--- src/tc_pkg.sv ---
// shared constants and decode helpers for the timer channel configuration block
package tc_pkg;
    localparam int ADDR_W = 8;
    localparam logic [7:0] OFS_MODE12 = 8'h18;
    localparam logic [7:0] OFS_MODE34 = 8'h1c;
    localparam logic [7:0] OFS_ENABLE = 8'h20;
    localparam logic [7:0] OFS_CAP1 = 8'h34;
    localparam logic [7:0] OFS_CAP_STEP = 8'h04;
    localparam logic [15:0] MODE_RST = 16'h0000;
    localparam logic [15:0] ENABLE_RST = 16'h0000;
    localparam logic [15:0] CAP_RST = 16'h0000;
    localparam logic [15:0] ENABLE_RW_MASK = 16'h3333;
    localparam int ENA_STEP = 4;
    localparam int ENA_BIT = 0;
    localparam int POL_BIT = 1;
    localparam int DIR_LSB = 0;
    localparam int PSC_LSB = 2;
    localparam int FILT_LSB = 4;
    localparam int FAST_BIT = 2;
    localparam int PRE_BIT = 3;
    localparam int MODE_LSB = 4;
    localparam int CLR_BIT = 7;
    localparam logic [1:0] DIR_OUTPUT = 2'b00;
    localparam logic [1:0] DIR_OWN_PIN = 2'b01;
    localparam logic [1:0] DIR_PAIR_PIN = 2'b10;
    localparam logic [1:0] DIR_TRIGGER = 2'b11;
    localparam logic [2:0] OM_FROZEN = 3'h0;
    localparam logic [2:0] OM_SET = 3'h1;
    localparam logic [2:0] OM_CLEAR = 3'h2;
    localparam logic [2:0] OM_TOGGLE = 3'h3;
    localparam logic [2:0] OM_FORCE_LO = 3'h4;
    localparam logic [2:0] OM_FORCE_HI = 3'h5;
    localparam logic [2:0] OM_PWM1 = 3'h6;
    localparam logic [2:0] OM_PWM2 = 3'h7;
    localparam int FAST_DELAY_CYC = 3;
    localparam int SLOW_DELAY_CYC = 5;
    localparam int MATCH_PIPE = SLOW_DELAY_CYC - FAST_DELAY_CYC;

    // {sample divider minus one, consecutive samples needed}
    function automatic logic [8:0] filt_cfg(input logic [3:0] code);
        case (code)
            4'h1: filt_cfg = {5'h00, 4'h2};
            4'h2: filt_cfg = {5'h00, 4'h4};
            4'h3: filt_cfg = {5'h00, 4'h8};
            4'h4: filt_cfg = {5'h01, 4'h6};
            4'h5: filt_cfg = {5'h01, 4'h8};
            4'h6: filt_cfg = {5'h03, 4'h6};
            4'h7: filt_cfg = {5'h03, 4'h8};
            4'h8: filt_cfg = {5'h07, 4'h6};
            4'h9: filt_cfg = {5'h07, 4'h8};
            4'ha: filt_cfg = {5'h0f, 4'h5};
            4'hb: filt_cfg = {5'h0f, 4'h6};
            4'hc: filt_cfg = {5'h0f, 4'h8};
            4'hd: filt_cfg = {5'h1f, 4'h5};
            4'he: filt_cfg = {5'h1f, 4'h6};
            4'hf: filt_cfg = {5'h1f, 4'h8};
            default: filt_cfg = {5'h00, 4'h0};
        endcase
    endfunction
endpackage

--- src/capture_if.sv ---
// carrier between a channel and its capture event divider
`timescale 1ns/100ps
`default_nettype none
interface capture_if;
    logic edge_ev;
    logic enable;
    logic [1:0] div_sel;
    logic fire;
    modport divider (input edge_ev, input enable, input div_sel, output fire);
    modport owner (output edge_ev, output enable, output div_sel, input fire);
endinterface
`default_nettype wire

--- src/timer_channel_capture_config.sv ---
// four capture/compare channels: mode and enable registers, filters, capture, output stage
//
// Contract
// - codes 0101/0110/0111 sample at dts/2,/4,/4 needing 8,6,8 samples
// - codes 1100-1111 sample dts/16 N8, then dts/32 with N 5,6,8
// - prescaler field captures every 1, 2, 4 or 8 detected edges
// - capture prescaler counter resets while the channel enable bit is clear
// - direction 00 output; 01 own pin, 10 neighbour pin, 11 internal trigger
// - direction field writes are ignored while the channel is enabled
// - direction decides whether the control byte means compare or capture settings
// - mode register 0x1c high byte holds channel 4 output fields
// - mode register 0x1c low byte holds channel 3 output fields
// - input mode: ch4 filter [15:12] divider [11:10], ch3 filter [7:4] divider [3:2]
// - input mode: ch1 filter [7:4], divider [3:2], direction [1:0]
// - enable register 0x20: enable and polarity at bits 0/1, 4/5, 8/9
// - channel 4 uses bits 12/13; reserved pairs read as zero
// - all fields reset to zero: channels are disabled outputs
// - filter changes output after N equal samples; code 0000 bypasses
// - fast enable in pwm modes: trigger reaches output in 3 cycles, a compare match in 4
//
// The APB slave port was chosen for this implementation.
`timescale 1ns/100ps
`default_nettype none
module timer_channel_capture_config
    import tc_pkg::*;
#(
    parameter int CHANNELS = 4,
    parameter int CNT_W = 16
) (
    input wire logic clock_i,
    input wire logic sys_rst_i,
    input wire logic ce_i,
    input wire logic psel,
    input wire logic penable,
    input wire logic pwrite,
    input wire logic [ADDR_W-1:0] paddr,
    input wire logic [31:0] pwdata,
    output logic [31:0] prdata,
    output logic pready,
    output logic pslverr,
    input wire logic [CHANNELS-1:0] chan_pin_i,
    input wire logic trc_i,
    input wire logic trig_edge_i,
    input wire logic clear_i,
    input wire logic update_i,
    input wire logic [CNT_W-1:0] count_i,
    output logic [CHANNELS-1:0] chan_out_o,
    output logic [CHANNELS-1:0] chan_oe_o,
    output logic [CHANNELS-1:0] cap_event_o
);
    logic [15:0] mode12_q;
    logic [15:0] mode34_q;
    logic [15:0] enable_q;
    logic [CNT_W-1:0] ccr_q [CHANNELS];
    logic [CNT_W-1:0] ccr_live_q [CHANNELS];
    logic [CHANNELS-1:0] ref_q;
    logic [CHANNELS-1:0] fire;
    logic [CHANNELS-1:0] filt;
    logic [CHANNELS-1:0] filt_prev_q;
    logic [CHANNELS-1:0] ch_en;
    logic [CHANNELS-1:0] ch_pol;
    logic [CHANNELS-1:0] ch_in;
    logic [CHANNELS-1:0] match;
    logic [CHANNELS-1:0] match_pipe_q [MATCH_PIPE];
    logic trig_q;
    logic trig_prev_q;

    // bus decode
    logic acc_phase;
    logic take;
    logic hit_mode12;
    logic hit_mode34;
    logic hit_enable;
    logic [CHANNELS-1:0] hit_cap;
    logic mapped;
    logic wr_take;
    logic [15:0] rd_word;

    // merge a mode-register write, keeping the direction field of an enabled channel
    function automatic logic [15:0] mode_merge(input logic [15:0] old_v, input logic [15:0] new_v,
                                               input logic en_lo, input logic en_hi);
        logic [15:0] res;
        res = new_v;
        if (en_lo) begin
            res[DIR_LSB+:2] = old_v[DIR_LSB+:2];
        end
        if (en_hi) begin
            res[8+DIR_LSB+:2] = old_v[8+DIR_LSB+:2];
        end
        return res;
    endfunction

    assign acc_phase = psel && penable;
    assign take = acc_phase && !pready;
    assign wr_take = acc_phase && pready && pwrite;
    assign hit_mode12 = (paddr == OFS_MODE12);
    assign hit_mode34 = (paddr == OFS_MODE34);
    assign hit_enable = (paddr == OFS_ENABLE);

    genvar gi;
    generate
        for (gi = 0; gi < CHANNELS; gi++) begin : g_dec
            localparam logic [7:0] CAP_OFS = OFS_CAP1 + 8'(gi) * OFS_CAP_STEP;
            assign hit_cap[gi] = (paddr == CAP_OFS);
        end
    endgenerate

    assign mapped = hit_mode12 || hit_mode34 || hit_enable || (|hit_cap);

    always_comb begin
        rd_word = 16'h0000;
        if (hit_mode12) begin
            rd_word = mode12_q;
        end
        if (hit_mode34) begin
            rd_word = mode34_q;
        end
        if (hit_enable) begin
            rd_word = enable_q & ENABLE_RW_MASK;
        end
        for (int k = 0; k < CHANNELS; k++) begin
            if (hit_cap[k]) begin
                rd_word = 16'(ccr_q[k]);
            end
        end
    end

    // one wait state: pready rises in the second access cycle, write lands there
    always_ff @(posedge clock_i or posedge sys_rst_i) begin
        if (sys_rst_i) begin
            pready <= 1'b0;
            pslverr <= 1'b0;
            prdata <= 32'h00000000;
        end else if (ce_i) begin
            pready <= take;
            pslverr <= take && !mapped;
            if (take) begin
                prdata <= (mapped && !pwrite) ? {16'h0000, rd_word} : 32'h00000000;
            end
        end
    end

    always_ff @(posedge clock_i or posedge sys_rst_i) begin
        if (sys_rst_i) begin
            mode12_q <= MODE_RST;
            mode34_q <= MODE_RST;
            enable_q <= ENABLE_RST;
        end else if (ce_i && wr_take) begin
            if (hit_mode12) begin
                mode12_q <= mode_merge(mode12_q, pwdata[15:0], ch_en[0], ch_en[1]);
            end
            if (hit_mode34) begin
                mode34_q <= mode_merge(mode34_q, pwdata[15:0], ch_en[2], ch_en[3]);
            end
            if (hit_enable) begin
                enable_q <= pwdata[15:0] & ENABLE_RW_MASK;
            end
        end
    end

    // per channel control byte and input side
    logic [7:0] cbyte [CHANNELS];
    logic [CHANNELS-1:0] src;
    logic [CHANNELS-1:0] edge_ev;

    generate
        for (gi = 0; gi < CHANNELS; gi++) begin : g_ch
            localparam int PAIR = gi ^ 1;
            capture_if cap ();
            if (gi < 2) begin : g_lo
                assign cbyte[gi] = mode12_q[8*gi+:8];
            end else begin : g_hi
                assign cbyte[gi] = mode34_q[8*(gi-2)+:8];
            end
            assign ch_en[gi] = enable_q[ENA_STEP*gi+ENA_BIT];
            assign ch_pol[gi] = enable_q[ENA_STEP*gi+POL_BIT];
            assign ch_in[gi] = (cbyte[gi][DIR_LSB+:2] != DIR_OUTPUT);
            // trigger source is only meaningful with an internal trigger selected upstream
            assign src[gi] = (cbyte[gi][DIR_LSB+:2] == DIR_OWN_PIN) ? chan_pin_i[gi] :
                             (cbyte[gi][DIR_LSB+:2] == DIR_PAIR_PIN) ? chan_pin_i[PAIR] :
                             trc_i;
            assign edge_ev[gi] = ch_in[gi] &&
                                 (ch_pol[gi] ? (filt_prev_q[gi] && !filt[gi])
                                             : (!filt_prev_q[gi] && filt[gi]));
            assign cap.edge_ev = edge_ev[gi];
            assign cap.enable = ch_en[gi] && ch_in[gi];
            assign cap.div_sel = cbyte[gi][PSC_LSB+:2];
            assign fire[gi] = cap.fire;

            chan_filter u_filt (
                .clock_i(clock_i),
                .sys_rst_i(sys_rst_i),
                .ce_i(ce_i),
                .code_i(ch_in[gi] ? cbyte[gi][FILT_LSB+:4] : 4'h0),
                .raw_i(src[gi]),
                .filt_o(filt[gi])
            );

            capture_divider u_div (
                .clock_i(clock_i),
                .sys_rst_i(sys_rst_i),
                .ce_i(ce_i),
                .cap(cap.divider)
            );

            assign match[gi] = (count_i == ccr_live_q[gi]);
        end
    endgenerate

    // capture beats a same-cycle software write so no event is lost
    always_ff @(posedge clock_i or posedge sys_rst_i) begin
        if (sys_rst_i) begin
            for (int k = 0; k < CHANNELS; k++) begin
                ccr_q[k] <= CAP_RST;
                ccr_live_q[k] <= CAP_RST;
            end
            cap_event_o <= '0;
            filt_prev_q <= '0;
        end else if (ce_i) begin
            filt_prev_q <= filt;
            cap_event_o <= fire;
            for (int k = 0; k < CHANNELS; k++) begin
                if (fire[k]) begin
                    ccr_q[k] <= count_i;
                end else if (wr_take && hit_cap[k]) begin
                    ccr_q[k] <= pwdata[CNT_W-1:0];
                end
                if (!cbyte[k][PRE_BIT] || update_i) begin
                    ccr_live_q[k] <= ccr_q[k];
                end
            end
        end
    end

    // output stage: the compare path carries extra match stages so it lags the fast path
    logic [CHANNELS-1:0] ref_d;
    logic trig_pulse;
    logic [CHANNELS-1:0] m_late;

    assign trig_pulse = trig_q && !trig_prev_q;
    assign m_late = match_pipe_q[MATCH_PIPE-1];

    always_comb begin
        for (int k = 0; k < CHANNELS; k++) begin
            logic [2:0] om;
            logic pwm;
            om = cbyte[k][MODE_LSB+:3];
            pwm = (om == OM_PWM1) || (om == OM_PWM2);
            case (om)
                OM_SET: ref_d[k] = m_late[k] ? 1'b1 : ref_q[k];
                OM_CLEAR: ref_d[k] = m_late[k] ? 1'b0 : ref_q[k];
                OM_TOGGLE: ref_d[k] = m_late[k] ? !ref_q[k] : ref_q[k];
                OM_FORCE_LO: ref_d[k] = 1'b0;
                OM_FORCE_HI: ref_d[k] = 1'b1;
                OM_PWM1: ref_d[k] = m_late[k] ? 1'b0 : ref_q[k];
                OM_PWM2: ref_d[k] = m_late[k] ? 1'b1 : ref_q[k];
                default: ref_d[k] = ref_q[k];
            endcase
            if (pwm && (count_i == '0) && !m_late[k]) begin
                ref_d[k] = (om == OM_PWM1);
            end
            if (pwm && cbyte[k][FAST_BIT] && trig_pulse) begin
                ref_d[k] = (om == OM_PWM1) ? 1'b0 : 1'b1;
            end
            if (cbyte[k][CLR_BIT] && clear_i) begin
                ref_d[k] = 1'b0;
            end
        end
    end

    always_ff @(posedge clock_i or posedge sys_rst_i) begin
        if (sys_rst_i) begin
            trig_q <= 1'b0;
            trig_prev_q <= 1'b0;
            ref_q <= '0;
            chan_out_o <= '0;
            chan_oe_o <= '0;
            for (int s = 0; s < MATCH_PIPE; s++) begin
                match_pipe_q[s] <= '0;
            end
        end else if (ce_i) begin
            trig_q <= trig_edge_i;
            trig_prev_q <= trig_q;
            match_pipe_q[0] <= match;
            for (int s = 1; s < MATCH_PIPE; s++) begin
                match_pipe_q[s] <= match_pipe_q[s-1];
            end
            ref_q <= ref_d;
            chan_out_o <= ~ch_in & ch_en & (ref_d ^ ch_pol);
            chan_oe_o <= ~ch_in & ch_en;
        end
    end
endmodule
`default_nettype wire

--- src/chan_filter.sv ---
// digital input filter: sample divider and run-length event counter
`timescale 1ns/100ps
`default_nettype none
module chan_filter
    import tc_pkg::*;
(
    input wire logic clock_i,
    input wire logic sys_rst_i,
    input wire logic ce_i,
    input wire logic [3:0] code_i,
    input wire logic raw_i,
    output logic filt_o
);
    logic [4:0] div_q;
    logic [3:0] run_q;
    logic [8:0] cfg;
    logic [4:0] div_m1;
    logic [3:0] need;
    logic tick;
    logic [3:0] run_inc;

    assign cfg = filt_cfg(code_i);
    assign div_m1 = cfg[8:4];
    assign need = cfg[3:0];
    assign tick = (div_q >= div_m1);
    assign run_inc = run_q + 4'h1;

    always_ff @(posedge clock_i or posedge sys_rst_i) begin
        if (sys_rst_i) begin
            div_q <= 5'h00;
            run_q <= 4'h0;
            filt_o <= 1'b0;
        end else if (ce_i) begin
            div_q <= tick ? 5'h00 : div_q + 5'h01;
            if (code_i == 4'h0) begin
                filt_o <= raw_i;
                run_q <= 4'h0;
            end else if (tick) begin
                if (raw_i == filt_o) begin
                    run_q <= 4'h0;
                end else if (run_inc >= need) begin
                    filt_o <= raw_i;
                    run_q <= 4'h0;
                end else begin
                    run_q <= run_inc;
                end
            end
        end
    end
endmodule
`default_nettype wire

--- src/capture_divider.sv ---
// capture event divider: one capture per 1, 2, 4 or 8 detected edges
`timescale 1ns/100ps
`default_nettype none
module capture_divider
    import tc_pkg::*;
(
    input wire logic clock_i,
    input wire logic sys_rst_i,
    input wire logic ce_i,
    capture_if.divider cap
);
    logic [2:0] cnt_q;
    logic [2:0] limit;

    assign limit = (3'h1 << cap.div_sel) - 3'h1;

    always_ff @(posedge clock_i or posedge sys_rst_i) begin
        if (sys_rst_i) begin
            cnt_q <= 3'h0;
            cap.fire <= 1'b0;
        end else if (ce_i) begin
            cap.fire <= 1'b0;
            if (!cap.enable) begin
                cnt_q <= 3'h0;
            end else if (cap.edge_ev) begin
                if (cnt_q >= limit) begin
                    cnt_q <= 3'h0;
                    cap.fire <= 1'b1;
                end else begin
                    cnt_q <= cnt_q + 3'h1;
                end
            end
        end
    end
endmodule
`default_nettype wire

--- config.mk ---
export PLATFORM = sky130hd
export DESIGN_NAME = timer_channel_capture_config
export DESIGN_NICKNAME = d
export VERILOG_FILES = /design/src/tc_pkg.sv /design/src/capture_if.sv /design/src/timer_channel_capture_config.sv /design/src/chan_filter.sv /design/src/capture_divider.sv
export SDC_FILE = /design/constraint.sdc
export NUM_CORES = 1
export LEC_CHECK = 0
export BUFFER_PORTS_ARGS = -buffer_cell sky130_fd_sc_hd__buf_2
export CAP_MARGIN = 15
export CORE_ASPECT_RATIO = 1.75
export CORE_UTILIZATION = 33
export CTS_BUF_LIST = sky130_fd_sc_hd__clkbuf_2
export DETAILED_ROUTE_END_ITERATION = 10
export GPL_TIMING_DRIVEN = 0
export SLEW_MARGIN = 10
export SYNTH_ARGS = -nofsm -noshare
export SYNTH_HDL_FRONTEND = slang
export SYNTH_HIERARCHICAL = 1
export SYNTH_SLANG_ARGS = --single-unit
--- constraint.sdc ---
create_clock -name clock_i -period 9.3 [get_ports clock_i]
set_input_delay 1.395 -clock clock_i [delete_from_list [all_inputs] [get_ports clock_i]]
set_output_delay 1.395 -clock clock_i [all_outputs]
set_load 0.03 [all_outputs]
==> summary.md <==
| Metric | Value |
|---|---|
| Critical path type | `in2reg` |
| Fmax | `0.229 GHz` |
| Power, Total | `2.33 mW` |
| Top cells by area, synth | `dfrtp_1 41%, mux2_2 7.6%, ha_1 6.6%` |
| Vias | `13600` |
| Die Width | `172 um` |
| Initial DRC Count | `824` |
| Storage cell area | `0.00681 mm2` |
| Worst Tran Pin Value | `1.20 ns` |
| Post-DP Area | `0.0179 mm2` |
| Setup Skew | `0.0395 ns` |
| Finish-stage setup viols | `0` |
| #FFs+latches synth | `272` |
| Pre-CTS WS | `3.99 ns` |
| Area leader, netlist | `dfrtp_1` |
| Hold_buf cts | `0` |
| Max-cap violations | `0` |
| Final core utilization | `0.374` |
| Share of layout cells above drive strength 1 | `0.208` |
| Netlist cell types | `71` |
| Total global-route track usage | `0.220` |
| Fillcell total | `5134` |
| Lkg Pwr | `8.22 nW` |
| Period utilisation layout | `0.470` |
| Fin Setup TNS | `0 ns` |
| Reg2Reg Capture Point | `g_ch[0].u_filt/run_q[2]$_DFFE_PP0P_` |
| Multi-input logic area | `0.00907 mm2` |
| Antenna Violating Nets Remaining | `0` |
| Setup bufs post-CTS | `0` |
| Fin crit period | `4.37 ns` |
| Top-area cell type share of the netlist area | `0.408` |
| Root buf cell | `clkbuf_2` |
| Async SR Flop Fraction | `1.00` |
| Wire length per cell | `21.8 um` |
| Congestion Overflow GR | `0` |
| CTS Sinks | `272` |
| Vias in the first global route | `14200` |
| DR top layer | `met4` |
| Commonest non-fill, non-tap cell in the layout | `dfrtp_1` |
| Final GP Congestion | `0.990` |
| DRT Pass-1 Iters | `6` |
| Number of synthesized flops with an enable pin | `0` |
| I/O pins | `116` |
| Met1 Wirelength | `19500 um` |
| Initial Util | `0.336` |
| Met3 WL | `2200 um` |
| Worst-Skew Late Latency | `0.96 ns` |
| Crit path from | `ce_i` |
| Run status | `complete, no violations` |
| Die footprint | `0.0515 mm2` |
| Std-Cell Rows | `108` |
| Initial antenna violation count | `2` |
| CP Capture Type | `flop` |
| Worst hold path type | `reg2reg` |
| Final slew viol count | `0` |
| Reg2reg path depth | `12` |
| Clk buf depth | `3` |
| Worst hold slack | `0.490 ns` |
| CTS clk-pin slew, worst paths | `0.09 ns` |
| Max VDD drop | `93.4 uV` |
| Core area | `0.0497 mm2` |
| PD cells | `125 mW/mm2` |
| Most frequent cells in the layout | `272 x dfrtp_1, 113 x mux2_2, 109 x nor2_1` |
| Worst path required time | `10.11 ns` |
| Placed cells | `2425` |
| Slew headroom | `0.203` |
| H-tree depth | `3` |
| Final hold vios | `0` |
| Register area share after synthesis | `0.408` |
| Nets | `1993` |
| FF-to-FF Start | `mode12_q[0]$_DFFE_PP0P_` |
| RSZ-0062 raised after global routing | `false` |
| Synth Instances | `1682` |
| Die height | `299 um` |
| Via density | `5.36` |
| Critical path peak fanout | `41` |
| Syn avg cell area | `9.92 um2` |
| Area grow syn2layout | `11.5%` |
| Drt drc | `0` |
| Routed met2 length | `29300 um` |
| Critical path capture point | `mode12_q[4]$_DFFE_PP0P_` |
| Global-route wire length before repair | `83900 um` |
| DP HPWL | `42100 um` |
| WP data arrival | `5.18 ns` |
| Critical Path Start Type | `primary input` |
| CTS buffer count | `68` |
| Worst R2R Setup Slack | `5.84 ns` |
| Post-cts sizing count | `0` |
| TritonCTS clock tree | `done` |
| Setup ws final | `4.93 ns` |
| Fin cells | `2543` |
| Final instance area | `0.0186 mm2` |
| Post-Syn Area | `0.0167 mm2` |
| Drt total wl | `55600 um` |
| Synth warn | `6` |
| Pin count of the biggest net entering global routing | `115` |
| Synth Flop Type | `dfrtp_1` |
| PortBufs | `67` |
-- metal layers --
layer	vias up	track usage
li1	6327	-
met1	6710	0.220
met2	423	0.401
met3	182	0.0331
met4	0	0.172
met5	-	0
-- worst max-delay path, stage by stage --
cell	delay, ns
buf_2	0.63
clkbuf_1	0.59
and3_1	0.29
nand3_1	0.45
nor3_1	1.02
buf_2	0.39
mux2_1	0.34
-- power by group --
part / switching (mW) / internal (mW)
combinational: 0.148 / 0.0634
sequential: 0.0103 / 1.19
clock: 0.536 / 0.375
-- synthesized netlist by cell type (36+ instances only) --
master / count
ha_1: 88
nand2_1: 105
o21ai_0: 93
nand3_1: 48
clkbuf_1: 73
nor2_1: 109
inv_1: 90
a21oi_1: 88
mux2_2: 113
dfrtp_1: 272
xnor2_1: 71
mux2i_1: 81
nor2b_1: 36
-- cell families (layout without fill, tap and decap cells) --
group / count (synthesis) / in the layout / share of synthesized area
multiplexers: 202 / 202 / 0.130
AND/OR/NAND/NOR: 460 / 460 / 0.147
AO/OA/AOI/OAI: 383 / 383 / 0.155
buffers and inverters: 197 / 381 / 0.0520
adder cells (fa/ha/maj): 88 / 88 / 0.0660
other: 1 / 18 / 0.000225
XOR/XNOR: 79 / 79 / 0.0415
flip-flops: 272 / 272 / 0.408
-- registers in the layout (all words and copies together) (netlist names), 8 cells and up --
name	cells
ccr_q	64
g_ch.u_filt/div_q	20
ccr_live_q	64
mode12_q	16
g_ch.u_filt/run_q	16
enable_q	8
g_ch.u_div/cnt_q	12
prdata	16
mode34_q	16
-- worst min-delay path by stage --
stage	from	to	slack (ns)	depth (start not counted)
6_report	prdata[6]$_DFFE_PP0P_	prdata[6]$_DFFE_PP0P_	0.49	2
5_1_grt	sys_rst_i	g_ch[3].u_div/cnt_q[0]$_DFFE_PP0P_	0.49	2
4_1_cts	sys_rst_i	g_ch[3].u_div/cnt_q[1]$_DFFE_PP0P_	0.42	2
3_5_place_dp	match_pipe_q[6]$_DFFE_PP0P_	m_late[2]$_DFFE_PP0P_	0.47	2
3_3_place_gp	match_pipe_q[6]$_DFFE_PP0P_	m_late[2]$_DFFE_PP0P_	0.46	2
2_1_floorplan	match_pipe_q[4]$_DFFE_PP0P_	m_late[0]$_DFFE_PP0P_	0.45	2
-- final cells by class --
class	count	share of cell area
sequential	272	0.366
inverter	90	0.0186
buffer	107	0.0284
timing repair buffer	68	0.0195
antenna	2	0.000269
multi-input combinational	1228	0.487
tap	660	0.0444
clock buffer	90	0.0242
clock inverter	26	0.0116
(Power assumes the default switching activity.)
